<file path="config.mk">
export PLATFORM = sky130hd
export DESIGN_NAME = dcsp_host_flat
export DESIGN_NICKNAME = d
export VERILOG_FILES = /design/src/logic/dcsp_pkg.sv /design/src/logic/dcsp_if.sv /design/src/logic/dcsp_host.sv /design/src/flat_wrapper.sv
export SDC_FILE = /design/constraint.sdc
export NUM_CORES = 1
export LEC_CHECK = 0
export ABC_CLOCK_PERIOD_IN_PS = 5400
export BUFFER_PORTS_ARGS = -buffer_cell sky130_fd_sc_hd__buf_4
export CAP_MARGIN = 20
export CORE_AREA = 5 5 63 121
export DETAILED_ROUTE_END_ITERATION = 12
export DIE_AREA = 0 0 68 126
export GPL_TIMING_DRIVEN = 1
export MAX_ROUTING_LAYER = met4
export PLACE_DENSITY_LB_ADDON = 0.12
export SKIP_CTS_REPAIR_TIMING = 1
export SYNTH_ARGS = -nofsm -noshare
export SYNTH_HDL_FRONTEND = slang
export SYNTH_SLANG_ARGS = --single-unit
export TNS_END_PERCENT = 1
</file>
<file path="constraint.sdc">
create_clock -name i_mclk -period 5.4 [get_ports i_mclk]
set_clock_uncertainty 0.15 [all_clocks]
set_input_delay 0.81 -clock i_mclk [delete_from_list [all_inputs] [get_ports i_mclk]]
set_output_delay 0.81 -clock i_mclk [all_outputs]
set_load 0.005 [all_outputs]
</file>
<file path="src/logic/dcsp_pkg.sv">
// Package of constants and types shared by the daisy-chain serial path ends
// ----------------------------------------------------------------------------
// Functional notes
// - Chain output active only with chain_enable high
// - Output released when frame high or disabled
// - Frame low ties last stage to output
// - Output is input delayed 24 clock cycles
// - One shared clock and frame for all
// - Each output feeds next device input
// - Host gives 24 times n clocks per frame
// - Rising frame updates every device together
// - Device acts on control bits it holds
// - Mixed chains need correct total bit count
// - Serial clock at most 10 MHz forwarding
// - Word 24 bits MSB first: 8+12+4
// - Bits sampled on falling clock, frame low
// - One falling edge after rising frame
// - Latest 24 bits before rising frame load; first 24 if chain_enable low, none on first chain frame after reset
// ----------------------------------------------------------------------------
package dcsp_pkg;
  localparam int WORD_BITS = 24;
  localparam int CTRL_MSB = 23;
  localparam int CTRL_LSB = 16;
  localparam int DATA_MSB = 15;
  localparam int DATA_LSB = 4;
  localparam int CNT_W = 5;
  localparam logic [WORD_BITS-1:0] SHIFT_RESET = 24'h000000;
  localparam logic [CNT_W-1:0] CNT_ZERO = 5'h00;
  localparam logic [CNT_W-1:0] CNT_LAST = 5'h17;
  // Serial clock half period in mclk cycles: 125 MHz / 14 stays under 10 MHz
  localparam logic [3:0] HALF_DIV_CNT = 4'h7;
  localparam logic [7:0] DEV_MAX = 8'h08;
  typedef logic [WORD_BITS-1:0] dcsp_word_t;
  typedef enum logic [2:0] {DCSP_IDLE, DCSP_LEAD, DCSP_SHIFT, DCSP_END, DCSP_INIT} dcsp_state_t;
endpackage : dcsp_pkg

</file>
<file path="src/logic/dcsp_if.sv">
// Interface joining the host controller and one chained device
`timescale 1ns/1ps
interface dcsp_if;
  logic sclk;
  logic sync_n;
  logic serial_bit_in;
  logic serial_forward_out;
  logic serial_forward_out_en_n;
  modport host (output sclk, output sync_n, output serial_bit_in, input serial_forward_out);
  modport device (input sclk, input sync_n, input serial_bit_in,
    output serial_forward_out, output serial_forward_out_en_n);
endinterface : dcsp_if

</file>
<file path="src/logic/dcsp_host.sv">
// Host end: divides its clock to make the serial clock and shifts a chain
`timescale 1ns/1ps
module dcsp_host
  import dcsp_pkg::*;
(
  input wire logic i_mclk,
  input wire logic i_resetn,
  input wire logic i_start,
  input wire logic [7:0] i_dev_count,
  input wire logic [dcsp_pkg::WORD_BITS-1:0] i_word,
  output logic o_word_req,
  output logic o_busy,
  output logic o_done,
  output logic [dcsp_pkg::WORD_BITS-1:0] o_returned,
  dcsp_if.host link
);
  import dcsp_pkg::*;

  dcsp_state_t state;
  logic [3:0] div;
  logic [CNT_W-1:0] bit_cnt;
  logic [7:0] dev_left;
  dcsp_word_t word;
  logic sclk;
  logic frame_n;
  logic ret_s1, ret_s2;
  logic tick;

  assign tick = (div == HALF_DIV_CNT - 4'h1);

  // Divider paced below 10 MHz
  always_ff @(posedge i_mclk or negedge i_resetn) begin
    if (!i_resetn) begin
      div <= 4'h0;
    end else if (tick || state == DCSP_IDLE) begin
      div <= 4'h0;
    end else begin
      div <= div + 4'h1;
    end
  end

  // Synchroniser for the returned chain bit
  always_ff @(posedge i_mclk or negedge i_resetn) begin
    if (!i_resetn) begin
      ret_s1 <= 1'b0;
      ret_s2 <= 1'b0;
    end else begin
      ret_s1 <= link.serial_forward_out;
      ret_s2 <= ret_s1;
    end
  end

  // --------------------------------------------------------------------------
  // Frame sequencer
  // --------------------------------------------------------------------------
  always_ff @(posedge i_mclk or negedge i_resetn) begin
    if (!i_resetn) begin
      state <= DCSP_IDLE;
      sclk <= 1'b1;
      frame_n <= 1'b1;
      bit_cnt <= CNT_ZERO;
      dev_left <= 8'h00;
      word <= SHIFT_RESET;
      o_returned <= SHIFT_RESET;
      o_done <= 1'b0;
      o_word_req <= 1'b0;
    end else begin
      o_done <= 1'b0;
      o_word_req <= 1'b0;
      unique case (state)
        DCSP_IDLE: begin
          sclk <= 1'b1;
          if (i_start && i_dev_count != 8'h00 && i_dev_count <= DEV_MAX) begin
            dev_left <= i_dev_count;
            word <= i_word;
            o_word_req <= 1'b1;
            bit_cnt <= CNT_ZERO;
            frame_n <= 1'b0;
            state <= DCSP_LEAD;
          end
        end
        DCSP_LEAD: if (tick) state <= DCSP_SHIFT;
        DCSP_SHIFT: if (tick) begin
          sclk <= ~sclk;
          if (sclk) begin
            // Falling edge: take the returned bit before the chain moves it
            o_returned <= {o_returned[WORD_BITS-2:0], ret_s2};
          end else begin
            // Rising edge: present next bit, MSB first
            word <= {word[WORD_BITS-2:0], 1'b0};
            if (bit_cnt == CNT_LAST) begin
              bit_cnt <= CNT_ZERO;
              if (dev_left == 8'h01) begin
                frame_n <= 1'b1;
                state <= DCSP_END;
              end else begin
                dev_left <= dev_left - 8'h01;
                word <= i_word;
                o_word_req <= 1'b1;
              end
            end else begin
              bit_cnt <= bit_cnt + 5'h01;
            end
          end
        end
        DCSP_END: if (tick) state <= DCSP_INIT;
        DCSP_INIT: if (tick) begin
          sclk <= ~sclk;
          if (!sclk) begin
            o_done <= 1'b1;
            state <= DCSP_IDLE;
          end
        end
        default: state <= DCSP_IDLE;
      endcase
    end
  end

  assign o_busy = (state != DCSP_IDLE);
  assign link.sclk = sclk;
  assign link.sync_n = frame_n; // Registered so the device never sees a decode glitch
  assign link.serial_bit_in = word[WORD_BITS-1];
endmodule : dcsp_host

</file>
<file path="src/flat_wrapper.sv">
// flat-port wrapper written by rule: the top's interface ports become plain ports
module dcsp_host_flat import dcsp_pkg::*;
  (i_mclk, i_resetn, i_start, i_dev_count, i_word, o_word_req, o_busy, o_done, o_returned, link_sclk, link_sync_n, link_serial_bit_in, link_serial_forward_out);
  dcsp_if link_i ();
  input wire logic i_mclk;
  input wire logic i_resetn;
  input wire logic i_start;
  input wire logic [7:0] i_dev_count;
  input wire logic [dcsp_pkg::WORD_BITS-1:0] i_word;
  output logic o_word_req;
  output logic o_busy;
  output logic o_done;
  output logic [dcsp_pkg::WORD_BITS-1:0] o_returned;
  output wire logic [$bits(link_i.sclk)-1:0] link_sclk;
  output wire logic [$bits(link_i.sync_n)-1:0] link_sync_n;
  output wire logic [$bits(link_i.serial_bit_in)-1:0] link_serial_bit_in;
  input wire logic [$bits(link_i.serial_forward_out)-1:0] link_serial_forward_out;
  assign link_sclk = link_i.sclk;
  assign link_sync_n = link_i.sync_n;
  assign link_serial_bit_in = link_i.serial_bit_in;
  assign link_i.serial_forward_out = link_serial_forward_out;
  dcsp_host u_core (.i_mclk(i_mclk), .i_resetn(i_resetn), .i_start(i_start), .i_dev_count(i_dev_count), .i_word(i_word), .o_word_req(o_word_req), .o_busy(o_busy), .o_done(o_done), .o_returned(o_returned), .link(link_i));
endmodule
</file>
* Yosys cells after proc, flatten, opt, wreduce, memory -nomap -nowiden *
Index checks and enable logic that the tools add are counted.

storage, ports and cells
  register bits = 74

operators by class
  equal/unequal tests = 18
  reduce and logical (&&, ||, !) cells = 15
  bitwise operators = 1
  order comparisons = 1
  add/subtract/negate cells = 3
  muxes and demuxes = 45

operators by type and width
  operator                                                               count
  24-bit 2-to-1 mux                                                      5
  24-bit case mux with 2 select lines                                    1
  8-bit 2-to-1 mux                                                       5
  3-bit 2-to-1 mux                                                       9
  5-bit 2-to-1 mux                                                       4
  8-bit case mux with 2 select lines                                     1
  3-bit case mux with 5 select lines                                     1
  1-bit 2-to-1 mux                                                       14
  2-bit by 1-bit != test with 1-bit output, second input constant        7
  6-bit AND reduction                                                    2
  5-bit case mux with 2 select lines                                     1
  9-bit AND reduction                                                    1
  8-bit by 1-bit == test with 1-bit output, second input constant        1
  8-bit by 4-bit <= comparator with 1-bit output, second input constant  1
  2-bit != test, second input constant                                   4
  8-bit nonzero test                                                     1
  8-bit by 1-bit subtractor with 8-bit output, second input constant     1
  3-bit by 2-bit == test with 1-bit output, second input constant        2
  1-bit case mux with 2 select lines                                     3
  5-bit by 1-bit adder with 5-bit output, second input constant          1
  5-bit == test, second input constant                                   1
  4-bit by 1-bit adder with 4-bit output, second input constant          1
  4-bit by 3-bit == test with 1-bit output, second input constant        1
  4-bit 2-to-1 mux                                                       1
  other kinds (12)                                                       14

* Longest topological paths before layout *
Gate-level depths: netlist of run 1.

  word-level depth = 6
  depth in mapped cells = 9
  mapped depth without buffers = 7

* Worst setup path after synthesis of run 1 *
No wires, ideal clock.

  kind = input-to-reg
  start point = input i_dev_count[1]
  end point = register u_core.dev_left[5]
  setup time = 121 ps
  arrival time = 2178 ps
  stages on the path = 6
  slack = 2951 ps
  cell sequence = or4_1 > and4_4 > a22o_1 > buf_6 > buf_6 > a22o_1

on the way
  longest elaborated chain between the ends = 5

RTL lines
  element                                                                                                 RTL line           source
  start, declared                                                                                         flat_wrapper.sv:8  input wire logic [7:0] i_dev_count;
  parallel branches: the longest is 2 deep, another holds 8-bit by 4-bit <= comparator with 1-bit output  n/a
  1-bit logical AND (*)                                                                                   dcsp_host.sv:73    if (i_start && i_dev_count != 8'h00 && i_dev_count <= DEV_MAX) begin
  2-bit != test (no source line) (*)                                                                      n/a
  6-bit AND reduction (no source line) (*)                                                                n/a
  end signal, assigned                                                                                    dcsp_host.sv:74    dev_left <= i_dev_count;
  end signal, assigned                                                                                    dcsp_host.sv:97    dev_left <= dev_left - 8'h01;
  end, declared                                                                                           dcsp_host.sv:22    logic [7:0] dev_left;

Mark *: on every way between the ends.
A chain may end at the register's enable or synchronous reset.

* Worst setup path in the final report of run 1 *
  start point = register u_core.state[1]
  end point = output o_busy

on the way
  longest elaborated chain between the ends = 1

RTL lines
  element                 RTL line            source
  start, declared         dcsp_host.sv:19     dcsp_state_t state;
  start signal, assigned  dcsp_host.sv:58     state <= DCSP_IDLE;
  start signal, assigned  dcsp_host.sv:79     state <= DCSP_LEAD;
  start signal, assigned  dcsp_host.sv:82     DCSP_LEAD: if (tick) state <= DCSP_SHIFT;
  3-bit nonzero test      dcsp_host.sv:119    assign o_busy = (state != DCSP_IDLE);
  end, declared           flat_wrapper.sv:11  output logic o_busy;

No other way between the ends.

==> results of run 1 <==
==> cell type report <==
| cell class | instances | area share |
|---|---|---|
| multi-input combinational | 212 | 0.3412 |
| clock buffer | 10 | 0.05696 |
| inverter | 4 | 0.003579 |
| timing repair buffer | 67 | 0.1199 |
| sequential | 74 | 0.4420 |
| clock inverter | 6 | 0.01014 |
| tap | 88 | 0.02625 |
==> registers in the layout, summed over array words and instances, names as in the netlist <==
| name | flops |
|---|---|
| u_core.o_returned | 24 |
| u_core.word | 24 |
| u_core.dev_left | 8 |
| u_core.bit_cnt | 5 |
| u_core.div | 4 |
| u_core.state | 3 |
| u_core.link.sclk | 1 |
| u_core.link.sync_n | 1 |
| u_core.o_done | 1 |
| u_core.o_word_req | 1 |
| u_core.ret_s1 | 1 |
| u_core.ret_s2 | 1 |
==> stage by stage <==
| stage | area, µm² | util | hold slack [ns] | power (W) | instances |
|---|---|---|---|---|---|
| 3_3_place_gp | 3914 | 0.5958 | 0.1849 | 0.0006038 | 445 |
| 6_report | 4195 | 0.6387 | 0.2004 | 0.001140 | 461 |
| 3_5_place_dp | 3914 | 0.5958 | 0.1905 | 0.0006038 | 445 |
| 4_1_cts | 4195 | 0.6387 | 0.2036 | 0.001156 | 461 |
| 2_1_floorplan | 3402 | - | 0.1812 | 0.0005699 | 307 |
| 5_1_grt | 4195 | 0.6387 | 0.2156 | 0.001182 | 461 |
==> logic make-up (layout without fill, tap and decap cells) <==
kind of cell,count (synthesis),in the layout,synth area share
adder cells (fa/ha/maj),6,6,0.02133
multiplexers,47,47,0.1471
buffers and inverters,21,87,0.03641
AO/OA/AOI/OAI,69,69,0.1125
XOR/XNOR,3,3,0.007725
AND/OR/NAND/NOR,87,87,0.1298
flip-flops,74,74,0.5451
==> layer usage <==
layer | global-route usage | vias up | routed length [µm] | share of wire
met5 | - | - | 0 | 0
met4 | 0.07737 | 0 | 135 | 0.020
met3 | 0.03922 | 10 | 354 | 0.054
met2 | 0.2747 | 51 | 3416 | 0.52
met1 | 0.2056 | 1175 | 2707 | 0.41
li1 | - | 1196 | - | -
==> worst max path at each step <==
stage | from | end | cells past startpoint
detailed placement | i_dev_count[1] | u_core.bit_cnt[0] | 7
CTS | u_core.state[1] | o_busy | 3
global route | u_core.state[1] | u_core.o_returned[0] | 4
global placement | i_dev_count[1] | u_core.bit_cnt[0] | 7
floorplan | i_dev_count[1] | u_core.dev_left[5] | 6
finish | u_core.state[1] | o_busy | 3
==> report_power, final <==
part	switching (W)	internal, W	leakage, nW
sequential	0.000000948	0.000557	0.985
combinational	0.0000162	0.0000189	1.04
clock	0.000224	0.000323	0.134
==> critical path, stage by stage, from the launching register on <==
cell	delay [ns]
dfrtp_1	0.51
nor3_1	0.60
inv_1	0.15
buf_4	0.17
==> synthesized netlist by cell type, types with 2 or more instances <==
master and instances:
o31ai_1 3, nand2b_1 2, dfstp_2 2, buf_6 2
clkbuf_2 2, nor2_2 3, dfrtp_1 72, clkbuf_1 3
nor3b_1 2, buf_2 4, mux2i_1 23, nand3_1 6
nand2_1 46, or2_2 4, ha_1 5, xor2_1 2
nor3_1 2, mux2_2 24, o21ai_1 21, o21ai_0 20
a21oi_1 15, inv_1 4, buf_4 6, nand4b_1 2
nor2_1 7, a22o_1 2
==> cells in the final DEF, fill, tap and decap left out, types with 2 or more instances in the layout <==
| cell | synthesis | final |
|---|---|---|
| a21oi_1 | 15 | 15 |
| a22o_1 | 2 | 2 |
| buf_4 | 6 | 67 |
| clkbuf_16 | 0 | 9 |
| clkinv_2 | 0 | 2 |
| clkinv_4 | 0 | 2 |
| clkinvlp_4 | 0 | 2 |
| dfrtp_1 | 72 | 72 |
| dfstp_2 | 2 | 2 |
| ha_1 | 5 | 5 |
| inv_1 | 4 | 4 |
| mux2_2 | 24 | 24 |
| mux2i_1 | 23 | 23 |
| nand2_1 | 46 | 46 |
| nand2b_1 | 2 | 2 |
| nand3_1 | 6 | 6 |
| nand4b_1 | 2 | 2 |
| nor2_1 | 7 | 7 |
| nor2_2 | 3 | 3 |
| nor3_1 | 2 | 2 |
| nor3b_1 | 2 | 2 |
| o21ai_0 | 20 | 20 |
| o21ai_1 | 21 | 21 |
| o31ai_1 | 3 | 3 |
| or2_2 | 4 | 4 |
| xor2_1 | 2 | 2 |
==> results.md, run 1 <==
* Status: finished clean
* Critical R2R Launch: u_core.state[1]
* Hold Crit Depth at 0
* Fillers at 553
* Clk root buf: clkbuf_16
* DR vias at 2,432
* Clk pin slew, worst setup/hold paths at 0.05 ns
* Critical path arrival at 1.76 ns
* Unrepaired setup endpoints after global routing: no
* Ys flop type: dfrtp_1
* Crit end category: primary output
* Synth Register Bits at 74
* Pre-CTS WS at 2.575 ns
* Total global-route track usage at 0.1734
* H-tree Lvls at 3
* NumNets Final at 409
* TritonCTS clock tree: built
* PortBufs at 65
* WL/cell at 14.34 µm
* Yosys top cell by area: dfrtp_1
* Post-DP HPWL at 4595 µm
* P per Cell Area at 271.6 nW/µm²
* CP max FO at 12
* R2r worst-path depth at 4
* Setup violators final at 0
* Clock Path Buffers at 2
* Syn avg cell area at 11.08 µm²
* Synth Instances at 307
* Slew @ Worst Pin at 0.9114 ns
* Min-Delay Path Class: reg -> reg
* WP data required at 4.44 ns
* Synthesized cell area at 3402 µm²
* DRC at 0
* Layout area overhead at 23.32%
* TritonRoute pass-1 iters at 5
* Antenna cells at 0
* Hold Crit Start: u_core.ret_s1
* Final hold vios at 0
* FFs w/ async S/R, synth at 1.000
* Core area at 6569 µm²
* Fin crit share at 0.5042
* Sequential share of the synthesized area at 0.5451
* Share of cells above drive strength 1 at 0.3244
* Via/cell ratio at 5.275
* Final WS setup at 2.677 ns
* R2r setup slk at 2.78 ns
* Pins Over Slew Limit at 0
* Leak at 2.157 nW
* Ranking of synthesized cells by area: dfrtp_1 53%, mux2_2 7.9%, mux2i_1 6.8%
* Num CTS Buffers at 9
* Initial Util at 0.5179
* Antenna violations before repair at 0
* Number of flops mapped to enable cells by yosys at 0
* CP startpoint kind: flip-flop
* Placer congestion estimate at 0.8054
* Syn Nets at 348
* Max VDD drop at 0.0001749 V
* Area of the multi-input gates at 1431 µm²
* RR Endpoint: u_core.o_returned[1]
* Chip width at 68 µm
* Worst-Skew Late Latency at 0.33 ns
* GRT Residual Overflow at 0
* I/O pins at 66
* Yosys top cell area share at 0.5296
* Rel. slew slack at 0.3924
* Tmin final at 2.723 ns
* Row Count at 42
* Seq. cell area at 1854 µm²
* First-pass GRT wire length at 11,150 µm
* Full die area at 8568 µm²
* Largest net degree at the start of global routing at 75
* Syn. warnings at 0
* DR iter-0 viols at 120
* DIE HEIGHT at 126 µm
* Total Wirelength at 6613 µm
* Crit Path Category: reg -> out
* Vias in the first global route at 2,462
* Post-route ant nets at 0
* Max-cap violations at 0
* TNS Setup at 0 ns
* Worst Hold End: u_core.ret_s2
* Clk sinks at 74
* Post-synth cell types at 49
* F_max at 367.3 MHz
Note: power is estimated with default switching activity, not from simulation.
==> run 2, diff against run 1 <==
--- a/config.mk
+++ b/config.mk
@@ -5,7 +5,7 @@
 export SDC_FILE = /design/constraint.sdc
 export NUM_CORES = 1
 export LEC_CHECK = 0
-export ABC_CLOCK_PERIOD_IN_PS = 5400
+export ABC_CLOCK_PERIOD_IN_PS = 2700
 export BUFFER_PORTS_ARGS = -buffer_cell sky130_fd_sc_hd__buf_4
 export CAP_MARGIN = 20
 export CORE_AREA = 5 5 63 121
==> constraint.sdc (replaced) <==
create_clock -name i_mclk -period 2.7 [get_ports i_mclk]
set_clock_uncertainty 0.15 [all_clocks]
set_input_delay 0.405 -clock i_mclk [delete_from_list [all_inputs] [get_ports i_mclk]]
set_output_delay 0.405 -clock i_mclk [all_outputs]
set_load 0.005 [all_outputs]
==> run 2 against run 1 <==
Combinational power increased by 100%. Global-route usage increased by 0.62 points. Clock-buffer cell count increased by 5. First-iteration DRC count decreased by 35%. Register-to-register slack got worse by 2.4 ns. Clock power increased by 130%. Worst setup slack got worse by 2.3 ns. Core utilization increased by 1.1 points. Highest routed layer unchanged.
==> results.md, run 2 (same netlist as run 1, synthesis figures left out) <==
* Status: finished clean
* Hold Crit Start: link_serial_forward_out
* DR vias at 2,433 (+0.041%)
* Hold Crit Depth at 1 (+1)
* Met1 Use GR at 0.2046 (-0.0009532)
* R2r worst-path depth at 5 (+1)
* Critical path arrival at 2.40 ns (+0.64 ns)
* P per Cell Area at 567.4 nW/µm² (+110%)
* Fin crit share at 0.8653
* DRC at 0 (unchanged)
* Worst-Skew Late Latency at 0.33 ns (about the same)
* Final hold vios at 0 (unchanged)
* Worst Hold End: u_core.ret_s1
* GRT met2 Usage at 0.2907 (+0.01593)
* Share of cells above drive strength 1 at 0.3280 (+0.003646)
* Num CTS Buffers at 9 (unchanged)
* Initial Util at 0.5179 (unchanged)
* Placed Area at 3951 µm² (+0.96%)
* Total global-route track usage at 0.1796 (+0.006167)
* Max VDD drop at 0.0004316 V (+150%)
* Tmin final at 2.336 ns
* Clk pwr share at 0.510 (+0.030)
* Global route hottest layer: met2
* Slew @ Worst Pin at 0.9109 ns (-0.0004762 ns)
* Full die area at 8568 µm² (unchanged)
* Via/cell ratio at 5.221 (-1.0%)
* TritonRoute pass-1 iters at 4 (-1)
* DIE HEIGHT at 126 µm (unchanged)
* Clock Path Buffers at 2 (unchanged)
* Commonest cells after routing, fill and taps aside: 72 x buf_4, 72 x dfrtp_1, 46 x nand2_1
* GRT Residual Overflow at 0 (unchanged)
* Largest net degree at the start of global routing at 75 (unchanged)
* H-tree Lvls at 3 (unchanged)
* I/O pins at 66 (unchanged)
* Core area at 6569 µm² (unchanged)
* PortBufs at 65 (unchanged)
* First-pass GRT wire length at 11,450 µm (+2.7%)
* Switching share of power at 0.1874 (-0.02431)
* Vias in the first global route at 2,491 (+1.2%)
* Clk sinks at 74 (unchanged)
* Min-Delay Path Class: in -> reg
* NumNets Final at 414 (+1.2%)
* TNS Setup at 0 ns (unchanged)
* R2r setup slk at 0.36 ns (-2.42 ns)
* Rel. slew slack at 0.3927 (about the same)
* RR Endpoint: u_core.dev_left[5]
* Placer congestion estimate at 0.8271 (+2.7%)
* Final instance area at 4269 µm² (+1.8%)
* Chip width at 68 µm (unchanged)
* Final Instance Count excl. Fillers at 466 (+1.1%)
* Pins Over Slew Limit at 0 (unchanged)
* Total Wirelength at 6772 µm (+2.4%)
* Max-cap violations at 0 (unchanged)
* GRT met3 Usage at 0.04189 (+0.002674)
* Sw Pwr at 0.0004539 W (+88%)
* Layout area overhead at 25.49%
* F_max at 428.0 MHz
* Setup violators final at 0 (unchanged)
* Crit end category: flip-flop
* Pre-CTS WS at 0.3187 ns (-2.257 ns)
* Crit Path Category: reg -> reg
* Post-route ant nets at 0 (unchanged)
* Leak at 2.202 nW (+2.1%)
* WL/cell at 14.53 µm (+1.3%)
* DR iter-0 viols at 78 (-35%)
* Clk pin slew, worst setup/hold paths at 0.05 ns (about the same)
* Antenna violations before repair at 0 (unchanged)
* Antenna cells at 0 (unchanged)
* Placed cells at 450 (+1.1%)
* CP startpoint kind: flip-flop
* Critical R2R Launch: u_core.state[2]
* Row Count at 42 (unchanged)
* Internal at 0.001968 W (+120%)
* WP data required at 2.76 ns (-1.68 ns)
* Share of power burned in registers at 0.461 (-0.028)
* Clk root buf: clkbuf_16
* Regs by FF count: u_core.o_returned x24, u_core.word x24, u_core.dev_left x8
* TritonCTS clock tree: built
* Final WS setup at 0.3636 ns (-2.313 ns)
* Post-DP HPWL at 4781 µm (+4.0%)
* Unrepaired setup endpoints after global routing: no
* CP max FO at 17 (+5)
* Combinational power share at 0.029 (-0.002)
[run 2: worst max path at each step]
stage | from | end | slack [ns]
after global placement | i_dev_count[5] | u_core.dev_left[5] | 0.34
after floorplan | i_dev_count[1] | u_core.dev_left[5] | 0.66
after detailed placement | i_dev_count[5] | u_core.dev_left[5] | 0.32
after global routing | u_core.bit_cnt[0] | u_core.dev_left[5] | 0.17
final | u_core.state[2] | u_core.dev_left[5] | 0.36
after CTS | u_core.state[2] | u_core.dev_left[5] | 0.37
[run 2: per-layer routing]
layer	routed length [µm]	vias up
li1	-	1213
met1	2749	1160
met2	3579	48
met3	303	12
met4	140	0
met5	0	-
[run 2: critical path, cell delays in order (launching register included)]
cell	delay [ns]
dfrtp_1	0.46
or3b_4	0.51
nor2_2	0.22
a22o_1	0.54
nand2_1	0.10
a22o_1	0.24
[run 2: final cells by class]
type | count | area, µm²
well taps | 88 | 110.1
clock buffers | 15 | 287.8
repair buffers | 72 | 540.5
flip-flops and latches | 74 | 1854
inverters | 4 | 15.01
fillers | 552 | 2300
multi-input cells | 212 | 1431
clock inverters | 1 | 30.03
[run 2: per-stage QoR]
step,hold WS [ns],power [W],util
5_1_grt,0.02893,0.002510,0.6499
4_1_cts,0.02323,0.002459,0.6499
6_report,0.03825,0.002422,0.6499
3_3_place_gp,0.1849,0.001208,0.6015
3_5_place_dp,0.1905,0.001208,0.6015
2_1_floorplan,-0.04059,0.001140,-
[run 2: power by group through the flow]
stage / clock network [W] / registers (W) / logic [W]
2_1_floorplan: 0 / 0.00114 / 0.00000451
3_3_place_gp: 0 / 0.00113 / 0.0000729
3_5_place_dp: 0 / 0.00114 / 0.0000731
4_1_cts: 0.00127 / 0.00112 / 0.0000735
5_1_grt: 0.00131 / 0.00112 / 0.0000796
6_report: 0.00124 / 0.00112 / 0.0000707
==> run 3, diff against run 2 <==
--- a/config.mk
+++ b/config.mk
@@ -5,12 +5,13 @@
 export SDC_FILE = /design/constraint.sdc
 export NUM_CORES = 1
 export LEC_CHECK = 0
+export ABC_AREA = 1
 export ABC_CLOCK_PERIOD_IN_PS = 2700
 export BUFFER_PORTS_ARGS = -buffer_cell sky130_fd_sc_hd__buf_4
 export CAP_MARGIN = 20
-export CORE_AREA = 5 5 63 121
+export CORE_AREA = 5 5 65 126
 export DETAILED_ROUTE_END_ITERATION = 12
-export DIE_AREA = 0 0 68 126
+export DIE_AREA = 0 0 70 131
 export GPL_TIMING_DRIVEN = 1
 export MAX_ROUTING_LAYER = met4
 export PLACE_DENSITY_LB_ADDON = 0.12
==> run 3 against run 2 <==
Worst setup slack improved by 0.29 ns. Sequential cell count unchanged. Die area is 7.0% higher. Sequential share of layout area is 2.6 points lower. Final area increased by 6.4%. Critical path type unchanged. Largest cell class unchanged. Largest power group is now combinational logic.
==> results.md, run 3 <==
* Row Count at 44 (+4.8%)
* Slowest CP cell: dfrtp_1
* Yosys top cell area share at 0.4853 (-0.04427)
* TritonCTS clock tree: built
* Worst path cell trace: inv_1, ha_1, nand3_2, a21oi_1, nand3_2, buf_4, nand2_1, o21ai_1
* P per Cell Area at 1089 nW/µm² (+92%)
* Chip width at 70 µm (+2.9%)
* Most frequent CP cell: nand3_2
* Leak at 2.309 nW (+4.8%)
* Yosys top cell by area: dfrtp_1
* Core area at 7157 µm² (+9.0%)
* Commonest non-fill, non-tap cell in the layout: nand2_1
* Status: finished clean
* Post-synth cell types at 34 (-31%)
* Crit Path Category: reg -> reg
* Antenna cells at 0 (unchanged)
* Rel. slew slack at 0.6603 (+0.2676)
* Top cells by count, synth: 132 x nand2_1, 72 x dfrtp_1, 58 x inv_1
* Clk sinks at 74 (unchanged)
* Synth Area in Compound Gates at 0.1298 (+0.01722)
* Final hold vios at 0 (unchanged)
* PortBufs at 65 (unchanged)
* WP data required at 2.75 ns (about the same)
* Seq. cell area at 1854 µm² (unchanged)
* Clk pin slew, worst setup/hold paths at 0.05 ns (about the same)
* NumNets Final at 565 (+36%)
* DR iter-0 viols at 126 (+62%)
* Syn avg cell area at 8.123 µm² (-27%)
* Fin crit share at 0.7589 (-0.1064)
* Final WS setup at 0.6510 ns (+0.2874 ns)
* Tmin final at 2.049 ns (-0.2874 ns)
* CP bufs+invs at 2 (+2)
* F_max at 488.0 MHz (+14%)
* Placer congestion estimate at 0.8105 (-2.0%)
* Max-cap violations at 0 (unchanged)
* Multiplexer area fraction after synthesis at 0.006067 (-0.1410)
* Crit end category: flip-flop
* CP delay by family, top: simple AND/OR/NAND/NOR gates
* Full die area at 9170 µm² (+7.0%)
* CP startpoint kind: flip-flop
* Synthesized cell area at 3712 µm² (+9.1%)
* DR vias at 2,983 (+23%)
* Unrepaired setup endpoints after global routing: no
* Area of the multi-input gates at 1484 µm² (+3.7%)
* Pins Over Slew Limit at 0 (unchanged)
* Setup violators final at 0 (unchanged)
* Synth Instances at 457 (+49%)
* Slew @ Worst Pin at 0.5095 ns (-0.4014 ns)
* Max incr delay on CP at 0.40 ns (-0.14 ns)
* TritonRoute pass-1 iters at 4 (unchanged)
* Largest family of logic cells by synthesized area: simple AND/OR/NAND/NOR gates
* Total Wirelength at 7282 µm (+7.5%)
* Layout area overhead at 22.35%
* Fillers at 679 (+23%)
* Clock Path Buffers at 2 (unchanged)
* Commonest cells after routing, fill and taps aside: 132 x nand2_1, 72 x dfrtp_1, 71 x buf_4
* Syn Nets at 498 (+43%)
* Final instance area at 4542 µm² (+6.4%)
* Num CTS Buffers at 9 (unchanged)
* Clk root buf: clkbuf_16
* GRT Residual Overflow at 0 (unchanged)
* Min-Delay Path Class: in -> reg
* Initial Util at 0.5187 (+0.0008014)
* Largest net degree at the start of global routing at 41 (-45%)
* Number of flops mapped to enable cells by yosys at 0 (unchanged)
* Synth Register Bits at 74 (unchanged)
* Worst-Skew Late Latency at 0.33 ns (about the same)
* FFs w/ async S/R, synth at 1.000 (unchanged)
* H-tree Lvls at 3 (unchanged)
* Total global-route track usage at 0.1728 (-0.006764)
* Antenna violations before repair at 0 (unchanged)
* Sequential share of the synthesized area at 0.4995 (-0.04556)
* Post-synthesis xor/xnor area fraction at 0.007078 (-0.0006456)
* Share of cells above drive strength 1 at 0.2197 (-0.1083)
* Post-DP HPWL at 5346 µm (+12%)
* Post-Synth Adder-Cell Area at 0.01685 (-0.004479)
* Synth Area in Simple Gates at 0.2400 (+0.1101)
* CP max FO at 31 (+14)
* Placed Area at 4245 µm² (+7.4%)
* First-pass GRT wire length at 12,390 µm (+8.1%)
* WL/cell at 11.75 µm (-19%)
* Count leader, synth: nand2_1
* TNS Setup at 0 ns (unchanged)
* Ys flop type: dfrtp_1
* DIE HEIGHT at 131 µm (+4.0%)
* I/O pins at 66 (unchanged)
* Regs by FF count: u_core.o_returned x24, u_core.word x24, u_core.dev_left x8
* Post-route ant nets at 0 (unchanged)
* Vias in the first global route at 2,859 (+15%)
* Via/cell ratio at 4.811 (-7.8%)
* Pre-CTS WS at 0.6190 ns (+0.3004 ns)
* Critical path arrival at 2.10 ns (-0.30 ns)
* DRC at 0 (unchanged)
* Syn. warnings at 0 (unchanged)
* Ranking of synthesized cells by area: dfrtp_1 49%, nand2_1 13%, inv_1 5.9%
* Max VDD drop at 0.0007378 V (+71%)
==> run 3: cell count changes after synthesis, moves of 4 or more <==
cell and delta:
buf_4 -5, buf_6 +6, inv_1 +54, inv_2 +4, mux2_2 -22, mux2i_1 -23
nand2_1 +86, nand3_1 +7, nand4_1 +8, nor2_1 +23, o21ai_0 +10, o21ai_1 +18
o21ai_2 +5
==> run 3: logic make-up after synthesis <==
group / count (synthesis)
mux: 2
buf+inv: 80
simple gates: 202
fa+ha+maj: 5
flops: 74
xor+xnor: 3
compound gates: 91
==> run 3: stage by stage <==
step                      hold slack [ns]  std cells  total power [W]  utilization
after floorplan                  -0.04059        457         0.003308            -
after global placement             0.1846        604         0.003786       0.5932
after detailed placement           0.1879        604         0.003829       0.5932
after CTS                        -0.08472        619         0.005014       0.6332
after global routing              0.02402        620         0.005388       0.6346
final                             0.03588        620         0.004946       0.6346
==> run 3: area by class of cell <==
| cell class | instances | area share |
|---|---|---|
| timing repair buffer | 73 | 0.1240 |
| clock inverter | 3 | 0.008815 |
| tap | 92 | 0.02534 |
| sequential | 74 | 0.4083 |
| clock buffer | 12 | 0.05427 |
| inverter | 63 | 0.05262 |
| multi-input combinational | 303 | 0.3267 |
==> run 3: power breakdown <==
part           internal [W]  total [W]  switching (W)
combinational      0.000791    0.00198        0.00119
sequential          0.00153    0.00182       0.000285
clock              0.000732    0.00115       0.000416
total               0.00306    0.00495        0.00189
==> run 3: path summary, 6_finish.rpt <==
path / startpoint / to / slack, ns / depth (start not counted)
max in group asynchronous: i_resetn / u_core.link.sync_n / 1.25 / 3
worst max-delay path: u_core.div[0] / u_core.word[20] / 0.65 / 8
min in group asynchronous: i_resetn / u_core.o_returned[6] / 0.46 / 2
worst max register to register: u_core.div[0] / u_core.word[20] / 0.65 / 8
worst min register to register: u_core.ret_s1 / u_core.ret_s2 / 0.20 / 0
worst min-delay path: link_serial_forward_out / u_core.ret_s1 / 0.04 / 1
==> run 3: metal layers <==
metal  vias up  GRT usage  routed length (µm)
li1       1579          -                   -
met1      1354     0.2058                3175
met2        46     0.2839                3741
met3         4    0.03752                 297
met4         0    0.07223                  68
met5         -          -                   0
